--- config.mk ---
export PLATFORM = sky130hd
export DESIGN_NAME = pisp_irq_top
export DESIGN_NICKNAME = d
export VERILOG_FILES = /design/src/pisp_pkg.sv /design/src/pisp_sat_counter.sv /design/src/pisp_irq_top.sv
export SDC_FILE = /design/constraint.sdc
export NUM_CORES = 1
export LEC_CHECK = 0
export ABC_AREA = 1
export ABC_CLOCK_PERIOD_IN_PS = 2500
export BUFFER_PORTS_ARGS = -buffer_cell sky130_fd_sc_hd__buf_2
export CAP_MARGIN = 25
export CORE_ASPECT_RATIO = 0.9
export CORE_MARGIN = 5
export CORE_UTILIZATION = 45
export DETAILED_ROUTE_END_ITERATION = 6
export GPL_TIMING_DRIVEN = 0
export PLACE_DENSITY = 0.68
export SYNTH_ARGS = -nofsm -noshare
export SYNTH_HDL_FRONTEND = slang
export SYNTH_HIERARCHICAL = 1
export SYNTH_SLANG_ARGS = --single-unit
export TNS_END_PERCENT = 30
--- constraint.sdc ---
create_clock -name clock -period 2.5 [get_ports clock]
set_input_delay 0.625 -clock clock [delete_from_list [all_inputs] [get_ports clock]]
set_output_delay 0.625 -clock clock [all_outputs]
set_load 0.02 [all_outputs]
--- src/pisp_pkg.sv ---
package pisp_pkg;

  // ==========================================================================
  // Register bus geometry
  // ==========================================================================
  localparam int unsigned ADDR_W = 16;
  localparam int unsigned DATA_W = 16;

  typedef logic [ADDR_W-1:0] pisp_addr_t;
  typedef logic [DATA_W-1:0] pisp_data_t;

  // ==========================================================================
  // Register offsets
  // ==========================================================================
  localparam pisp_addr_t OFF_IRQ_TEST_POLARITY     = 16'h0011;
  localparam pisp_addr_t OFF_IRQ_STATUS_ENABLE_ONE = 16'h0012;
  localparam pisp_addr_t OFF_FALSE_CARRIER_COUNTER = 16'h0014;

  // ==========================================================================
  // Reset values
  // ==========================================================================
  localparam pisp_data_t RST_IRQ_TEST_POLARITY     = 16'h010B;
  localparam pisp_data_t RST_IRQ_STATUS_ENABLE_ONE = 16'h0000;
  localparam pisp_data_t READ_ZERO                 = 16'h0000;

  // ==========================================================================
  // Field positions
  // ==========================================================================
  localparam int unsigned TEST_POLARITY_BIT = 3;
  localparam int unsigned TEST_FORCE_BIT    = 2;
  localparam int unsigned NUM_SOURCES       = 8;
  localparam int unsigned STATUS_LSB        = 8;
  localparam int unsigned ENABLE_LSB        = 0;

  // Source index inside the 8-bit event vector; bit 7 maps to status bit 15.
  localparam int unsigned SRC_LINK_QUALITY  = 7;
  localparam int unsigned SRC_ENERGY        = 6;
  localparam int unsigned SRC_LINK_STATUS   = 5;
  localparam int unsigned SRC_WAKE_FRAME    = 4;
  localparam int unsigned SRC_ESD           = 3;
  localparam int unsigned SRC_MASTER_SLAVE_TRAINING   = 2;
  localparam int unsigned SRC_FC_HALF_FULL  = 1;
  localparam int unsigned SRC_RX_HALF_FULL  = 0;

  // ==========================================================================
  // False carrier counter
  // ==========================================================================
  localparam int unsigned FC_W = 8;

  typedef logic [FC_W-1:0] pisp_count_t;

  localparam pisp_count_t FC_ZERO      = 8'h00;
  localparam pisp_count_t FC_ONE       = 8'h01;
  localparam pisp_count_t FC_HALF_FULL = 8'h7F;
  localparam pisp_count_t FC_MAX       = 8'hFF;

  // ==========================================================================
  // Carriers
  // ==========================================================================
  // Indications from the PHY core; pulses are one clock wide.
  typedef struct packed {
    logic link_quality_change;  // Pulse: link quality moved.
    logic link_up;              // Level: link status.
    logic energy_detected;      // Level: energy seen on the line.
    logic wake_frame;           // Pulse: wake frame recognised.
    logic esd_event;            // Pulse: discharge event sensed.
    logic master_slave_training;// Pulse: training finished.
    logic false_carrier;        // Pulse: one false carrier event.
    logic receive_error_half_full; // Pulse: receive error counter passed half.
  } pisp_events_s;

  // Register bus request.
  typedef struct packed {
    pisp_addr_t addr;
    pisp_data_t wr_data;
    logic       wr_en;
    logic       rd_en;
  } pisp_bus_req_s;

endpackage

--- src/pisp_sat_counter.sv ---
`timescale 1ns/1ps
`default_nettype none

module pisp_sat_counter (
  input  wire logic                  clock,
  input  wire logic                  sys_rst,
  input  wire logic                  incr,
  input  wire logic                  clear,
  output var  pisp_pkg::pisp_count_t count,
  output var  logic                  half_full_pulse
);
  import pisp_pkg::*;

  pisp_count_t count_reg;
  pisp_count_t count_next;
  logic        pulse_reg;
  logic        pulse_next;

  // ==========================================================================
  // Counting
  // ==========================================================================
  // A clear by read wins over stored history, but an event in the same
  // cycle is still counted so that no false carrier goes unseen.
  always_comb begin
    count_next = count_reg;
    pulse_next = 1'b0;
    if (clear) begin
      count_next = incr ? FC_ONE : FC_ZERO;
    end else if (incr && (count_reg != FC_MAX)) begin
      count_next = count_reg + FC_ONE;
      pulse_next = (count_reg == FC_HALF_FULL);
    end
  end

  always_ff @(posedge clock) begin
    if (sys_rst) begin
      count_reg <= FC_ZERO;
      pulse_reg <= 1'b0;
    end else begin
      count_reg <= count_next;
      pulse_reg <= pulse_next;
    end
  end

  assign count           = count_reg;
  assign half_full_pulse = pulse_reg;

endmodule

`default_nettype wire

--- src/pisp_irq_top.sv ---
`timescale 1ns/1ps
`default_nettype none

module pisp_irq_top (
  input  wire logic                   clock,
  input  wire logic                   sys_rst,
  input  wire pisp_pkg::pisp_events_s events,
  input  wire pisp_pkg::pisp_addr_t   addr,
  input  wire pisp_pkg::pisp_data_t   wr_data,
  input  wire logic                   wr_en,
  input  wire logic                   rd_en,
  output var  pisp_pkg::pisp_data_t   rd_data,
  output var  logic                   irq_pin,
  output var  logic                   irq_active
);
  import pisp_pkg::*;

  // ==========================================================================
  // Decoding
  // ==========================================================================
  // One address comparison shared by the read path and the write path.
  function automatic logic addr_hit(input pisp_addr_t a, input pisp_addr_t off);
    addr_hit = (a == off);
  endfunction

  logic hit_test;
  logic hit_status;
  logic hit_fc;

  assign hit_test   = addr_hit(addr, OFF_IRQ_TEST_POLARITY);
  assign hit_status = addr_hit(addr, OFF_IRQ_STATUS_ENABLE_ONE);
  assign hit_fc     = addr_hit(addr, OFF_FALSE_CARRIER_COUNTER);

  // ==========================================================================
  // False carrier counter
  // ==========================================================================
  pisp_count_t fc_count;
  logic        fc_half_full;

  pisp_sat_counter u_fc_counter (
    .clock           (clock),
    .sys_rst         (sys_rst),
    .incr            (events.false_carrier),
    .clear           (rd_en && hit_fc),
    .count           (fc_count),
    .half_full_pulse (fc_half_full)
  );

  // ==========================================================================
  // Level history for change detection
  // ==========================================================================
  logic link_up_reg;
  logic link_up_next;
  logic energy_reg;
  logic energy_next;

  // Levels are remembered so that a change in either direction is an event.
  // The history starts at zero, so a level high out of reset counts once.
  always_comb begin
    link_up_next = events.link_up;
    energy_next  = events.energy_detected;
  end

  always_ff @(posedge clock) begin
    if (sys_rst) begin
      link_up_reg <= 1'b0;
      energy_reg  <= 1'b0;
    end else begin
      link_up_reg <= link_up_next;
      energy_reg  <= energy_next;
    end
  end

  // ==========================================================================
  // Event vector
  // ==========================================================================
  logic [NUM_SOURCES-1:0] src_event;

  // Each source gets its own slot; bit 7 lands in status bit 15.
  always_comb begin
    src_event = '0;
    src_event[SRC_LINK_QUALITY] = events.link_quality_change && events.link_up;
    src_event[SRC_ENERGY]       = events.energy_detected != energy_reg;
    src_event[SRC_LINK_STATUS]  = events.link_up != link_up_reg;
    src_event[SRC_WAKE_FRAME]   = events.wake_frame;
    src_event[SRC_ESD]          = events.esd_event;
    src_event[SRC_MASTER_SLAVE_TRAINING]  = events.master_slave_training;
    src_event[SRC_FC_HALF_FULL] = fc_half_full;
    src_event[SRC_RX_HALF_FULL] = events.receive_error_half_full;
  end

  // ==========================================================================
  // Status and enable register
  // ==========================================================================
  logic [NUM_SOURCES-1:0] status_reg;
  logic [NUM_SOURCES-1:0] status_next;
  logic [NUM_SOURCES-1:0] enable_reg;
  logic [NUM_SOURCES-1:0] enable_next;
  logic                   status_read;

  assign status_read = rd_en && hit_status;

  // Sticky bits: a read clears them, but an event in the same cycle sets
  // the bit again so that it is never lost between read and clear.
  generate
    for (genvar i = 0; i < NUM_SOURCES; i++) begin : g_latch
      always_comb begin
        status_next[i] = status_reg[i];
        if (status_read) begin
          status_next[i] = 1'b0;
        end
        if (src_event[i]) begin
          status_next[i] = 1'b1;
        end
      end
    end
  endgenerate

  // Only the low byte is writable; the status byte ignores writes.
  always_comb begin
    enable_next = enable_reg;
    if (wr_en && hit_status) begin
      enable_next = wr_data[ENABLE_LSB +: NUM_SOURCES];
    end
  end

  always_ff @(posedge clock) begin
    if (sys_rst) begin
      status_reg <= RST_IRQ_STATUS_ENABLE_ONE[STATUS_LSB +: NUM_SOURCES];
      enable_reg <= RST_IRQ_STATUS_ENABLE_ONE[ENABLE_LSB +: NUM_SOURCES];
    end else begin
      status_reg <= status_next;
      enable_reg <= enable_next;
    end
  end

  // ==========================================================================
  // Test and polarity register
  // ==========================================================================
  pisp_data_t test_reg;
  pisp_data_t test_next;

  // Reserved fields are stored as written, so software that writes them
  // back unchanged keeps the reset pattern in place.
  always_comb begin
    test_next = test_reg;
    if (wr_en && hit_test) begin
      test_next = wr_data;
    end
  end

  always_ff @(posedge clock) begin
    if (sys_rst) begin
      test_reg <= RST_IRQ_TEST_POLARITY;
    end else begin
      test_reg <= test_next;
    end
  end

  // ==========================================================================
  // Interrupt pin
  // ==========================================================================
  logic irq_level;
  logic pin_next;
  logic irq_pin_reg;
  logic irq_active_reg;

  // The pin is registered so that no glitch from the OR tree reaches the
  // host; this costs one cycle of latency after the event is latched.
  always_comb begin
    irq_level = (|(status_reg & enable_reg))
              || test_reg[TEST_FORCE_BIT];
    pin_next  = test_reg[TEST_POLARITY_BIT] ? !irq_level : irq_level;
  end

  always_ff @(posedge clock) begin
    if (sys_rst) begin
      irq_pin_reg    <= RST_IRQ_TEST_POLARITY[TEST_POLARITY_BIT];
      irq_active_reg <= 1'b0;
    end else begin
      irq_pin_reg    <= pin_next;
      irq_active_reg <= irq_level;
    end
  end

  assign irq_pin    = irq_pin_reg;
  assign irq_active = irq_active_reg;

  // ==========================================================================
  // Read path
  // ==========================================================================
  pisp_data_t rd_data_reg;
  pisp_data_t rd_data_next;

  // Data stand only in the cycle after the read strobe; otherwise zero.
  // Unmapped addresses read as zero.
  always_comb begin
    rd_data_next = READ_ZERO;
    if (rd_en) begin
      if (hit_test) begin
        rd_data_next = test_reg;
      end else if (hit_status) begin
        rd_data_next = {status_reg, enable_reg};
      end else if (hit_fc) begin
        rd_data_next = {{(DATA_W-FC_W){1'b0}}, fc_count};
      end
    end
  end

  always_ff @(posedge clock) begin
    if (sys_rst) begin
      rd_data_reg <= READ_ZERO;
    end else begin
      rd_data_reg <= rd_data_next;
    end
  end

  assign rd_data = rd_data_reg;

endmodule

`default_nettype wire

# Word-level counts from Yosys, hierarchy flattened
# Cells that the tools add are included.
[word_totals]
regBits = 61
in_bits = 44
output_inout_bits = 18
wordCells = 64
[op_classes]
n_addsub = 1
eq_ne = 7
mux = 16
bitwise = 3
n_reduce_logical = 20
[ops]
columns = ["op", "n"]
rows = [
  ["$eq A16 B5 Y1 const B", 3],
  ["$mux W16", 2],
  ["$mux W8", 3],
  ["$reduce_bool A2 Y1", 9],
  ["$mux W1", 11],
  ["$add A8 B1 Y8 const B", 1],
  ["$and A8 B8 Y8", 1],
  ["$eq A8 B7 Y1 const B", 1],
  ["$ne A8 B8 Y1 const B", 1],
  ["$reduce_or A8 Y1", 1],
  ["$logic_and A1 B1 Y1", 6],
  ["$reduce_or A3 Y1", 1],
  ["$ne A1 B1 Y1", 2],
  ["$not A1 Y1", 2],
  ["$reduce_or A2 Y1", 1],
  ["$logic_not A1 Y1", 1],
  ["$logic_or A1 B1 Y1", 1],
]

# Logic depth before layout (Yosys ltp)
[depth]
ltp_word = 5
depth_mapped = 10
depth_no_buf = 10

# Modules after synthesis
# The synthesis kept the hierarchy.
[by_module_without_submodules]
columns = ["mod", "n_inst", "cells_per_inst", "area_each_um2", "seq_area_each_um2"]
rows = [
  ["pisp_irq_top", 1, 350, 2491.1, 1041.0],
  ["pisp_sat_counter", 1, 77, 533.0, 180.2],
]

# Worst setup path after synthesis
# Ideal clock, no wire load.
[synth_timing]
path_type = "input port to flip-flop"
from = "in addr[6]"
to = "reg u_fc_counter.count_reg[6] (netlist: u_fc_counter/count[6])"
setup_ns = 0.070
arrival_ns = 1.869
required_ns = 2.430
setup_slack_ns = 0.561
stages = 9
n_path_buf = 0
cell_sequence = "inv_1 > nand2_1 > nor2_2 > nand2_1 > nor4_1 > inv_1 > nand2_4 > nand2_1 > a21oi_1"
[synth_via]
elab_chain_len = 3
word_cells_on_any_way = 4
classes_between = "eq/ne: 1; mux: 1; reduce/logical: 2"
[synth_lines]
columns = ["item", "line", "source"]
rows = [
  ["start, declared", "pisp_irq_top.sv:8", "input wire pisp_pkg::pisp_addr_t addr,"],
  ["$eq A16 B5 Y1 (*)", "pisp_irq_top.sv:23", "addr_hit = (a == off);"],
  ["$logic_and A1 B1 Y1 (*)", "pisp_irq_top.sv:44", ".clear (rd_en && hit_fc),"],
  ["$mux W8 or $reduce_bool A2 Y1 (tied branches)", "--", ""],
  ["end signal, assigned", "pisp_sat_counter.sv:40", "count_reg <= count_next;"],
  ["end, declared", "pisp_sat_counter.sv:14", "pisp_count_t count_reg;"],
]
# Every way passes the cells marked *; elsewhere a longest branch is shown, timed or not.
# A chain may end at the register's enable or synchronous reset.

# Worst setup path in the final report
[layout_timing]
from = "in addr[6]"
to = "reg u_fc_counter.count_reg[3] (netlist: u_fc_counter/count[3])"
# Same word-level chain as after synthesis.

==> metrics.md <==
| Metric | Value |
|---|---|
| CP endpoint kind | `flip-flop` |
| Final setup vio count | `0` |
| Vias per inst | `5.166` |
| Cell Area, Placed | `3437 um^2` |
| CTS Hold Buffers Added | `0` |
| Die Area | `8462 um^2` |
| Power Density | `612.3 nW/um^2` |
| GRT Residual Overflow | `0` |
| Wire length of the first global-routing pass | `13020 um` |
| Reg2reg start | `u_fc_counter/count[0]` |
| Fillers | `641` |
| Syn nets | `472` |
| Sequential area share after synthesis | `40.38%` |
| Setup slack, reg-to-reg | `1100 ps` |
| Maximum VDD drop | `0.5010 mV` |
| Area growth syn-to-layout | `21.80%` |
| Period utilization | `80.58%` |
| Met2 usage | `30.16%` |
| Number of nets with antenna violations after routing | `0` |
| Met3 Usage GRT | `5.756%` |
| Max Fanout on Critical Path | `7` |
| CP max-delay cell | `nor4_1` |
| Max-cap viol count | `0` |
| CTS clock-pin slew for the worst setup and hold paths | `70 ps` |
| Register area | `1221 um^2` |
| DRC | `0` |
| DRT Pass-1 Iters | `5` |
| Status | `completed` |
| Crit path top cell by count | `nand2_1` |
| Critical Path Max Stage Delay | `390 ps` |
| Multi-input gate area | `1450 um^2` |
| HP Start | `test_reg[10]` |
| Core Rows | `28` |
| RSZ-0062 raised after global routing | `false` |
| Initial core utilization | `46.16%` |
| Total GRT Usage | `20.37%` |
| Largest net degree at the start of global routing | `11` |
| Met1 GRT Util | `27.54%` |
| Ant diodes | `0` |
| Chip width | `96.41 um` |
| Crit path launch type | `input port` |
| Final layout net count | `543` |
| Final TNS setup | `0 ps` |
| #FFs+latches synth | `61` |
| Post-DR wirelength/cell | `13.71 um` |
| Routed WL | `8116 um` |
| Max Slew Vio Count | `0` |
| Layer with the highest usage | `met2` |
| Initial antenna violation count | `0` |
| CTS Buffer Depth | `2` |
| Cells along the critical path | `buf_2 -> inv_1 -> nand2_1 -> nor2_2 -> nand2_1 -> nor4_1 -> inv_1 -> nand2_4 -> nand2_1 -> a21oi_1` |
| Synth Area per Inst | `7.082 um^2` |
| H-tree levels | `3` |
| Netlist cell types | `26` |
| CTS resizes | `0` |
| Hold Crit Class | `flip-flop to flip-flop` |
| Vias | `3058` |
| Worst EP required | `2780 ps` |
| # IOs | `62` |
| Cell Area, Synth | `3024 um^2` |
| Syn Inst Count | `427` |
| Core ar. | `6551 um^2` |
| Post-DP HPWL | `6124 um` |
| Final min period | `2015 ps` |
| Crit Path Class | `input port to flip-flop` |
| Routability cong. | `0.8354` |
| CTS tree | `yes` |
| Total CTS buffers | `9` |
| Sink Count | `61` |
| Port bufs | `60` |
| Layout cell share with drive strength beyond 1 | `23.31%` |
| Vias in the first global route | `2781` |
| Post-CTS setup buffers | `0` |
| Worst-skew pair later-pin latency | `340 ps` |
| Fmax | `496.4 MHz` |
| Worst slew pin tran | `664.0 ps` |
| Die H | `87.77 um` |
| Layout Skew | `5.866 ps` |
| Design area | `3684 um^2` |
| Critical path arrival | `2290 ps` |
| Clock Tree Root | `clkbuf_8` |
| Initial DRC count | `241` |
| Worst Setup SP | `addr[6]` |
| Leakage power | `1.737 nW` |
| Relative slew slack | `55.57%` |
| Yosys warning total | `6` |
| Final hold vios | `0` |
## stage by stage
stage          power, mW  setup slack [ps]  utilization, %  instances  hold slack, ps
2_1_floorplan      1.103             561.1               -        427           413.0
3_3_place_gp       1.168             198.7           52.46        577           445.1
3_5_place_dp       1.172             138.1           52.46        577           453.9
4_1_cts            2.264             514.4           56.23        592           464.9
5_1_grt            2.334             332.1           56.23        592           480.5
6_report           2.256             485.4           56.23        592           465.1
## cell usage in the layout (no fill, tap or decap)
| cell type | netlist | routed |
|---|---|---|
| a21boi_1 | 1 | 1 |
| a21oi_1 | 43 | 43 |
| a21oi_2 | 2 | 2 |
| and2_4 | 1 | 1 |
| buf_2 | 6 | 66 |
| buf_4 | 3 | 3 |
| buf_6 | 4 | 4 |
| bufinv_16 | 0 | 3 |
| clkbuf_1 | 6 | 6 |
| clkbuf_8 | 0 | 11 |
| clkinv_2 | 0 | 1 |
| dfxtp_1 | 61 | 61 |
| ha_1 | 1 | 1 |
| inv_1 | 61 | 61 |
| inv_2 | 1 | 1 |
| nand2_1 | 97 | 97 |
| nand2_2 | 1 | 1 |
| nand2_4 | 4 | 4 |
| nand3_1 | 30 | 30 |
| nand3_2 | 5 | 5 |
| nand3_4 | 1 | 1 |
| nand4_1 | 46 | 46 |
| nor2_1 | 31 | 31 |
| nor2_2 | 11 | 11 |
| nor2_4 | 3 | 3 |
| nor3_1 | 2 | 2 |
| nor4_1 | 1 | 1 |
| o21ai_0 | 3 | 3 |
| xor2_1 | 2 | 2 |
## synthesized netlist by cell type (all sizes together)
master  count  area (um^2)
nor3        2        10.01
a21oi      45        232.7
and2        1        8.760
nor2       45        219.0
nand3      36        217.7
a21boi      1        7.510
xor2        2        17.52
nand2     102        415.4
ha          1        12.51
inv        62        232.7
buf        13        97.59
nor4        1        6.260
dfxtp      61         1221
clkbuf      6        22.52
nand4      46        287.8
o21ai       3        15.01
## cell type report
type | instances | area share (%)
buffer | 19 | 3.261
clock buffer | 11 | 4.110
clock inverter | 4 | 2.582
inverter | 62 | 6.318
multi-input combinational | 285 | 39.37
sequential | 61 | 33.15
tap | 90 | 3.057
timing repair buffer | 60 | 8.152
## logic make-up after synthesis
kind of cell	after synthesis	synth area share, %
simple gates	233	38.52
buf+inv	81	11.67
flops	61	40.38
compound gates	49	8.440
xor+xnor	2	0.5793
fa+ha+maj	1	0.4137
## critical path, delay by kind of cell
| family | cells | cell delay, ps |
|---|---|---|
| AOI/OAI and AO/OA | 1 | 120 |
| buffers and inverters | 3 | 440 |
| and+or+nand+nor | 6 | 1110 |
## worst paths after layout
kind	cells past startpoint	end
hold / removal	2	rd_data[10]
setup / recovery	10	u_fc_counter/count[3]
hold reg to reg	2	rd_data[10]
setup reg to reg	8	u_fc_counter/count[3]
## power breakdown
part	total, mW	internal, mW	switching [mW]	leakage, nW
registers	1.00	0.987	0.0163	0.495
clock network	1.10	0.710	0.393	0.125
logic	0.149	0.0559	0.0934	1.12
total	2.26	1.75	0.503	1.74
## per-layer routing
layer / up-vias / share of wire, %
met5: - / 0
met4: 0 / 1.9
met3: 14 / 6.9
met2: 103 / 45
met1: 1408 / 46
li1: 1533 / -
No activity file was read; power rests on OpenSTA's default activity.
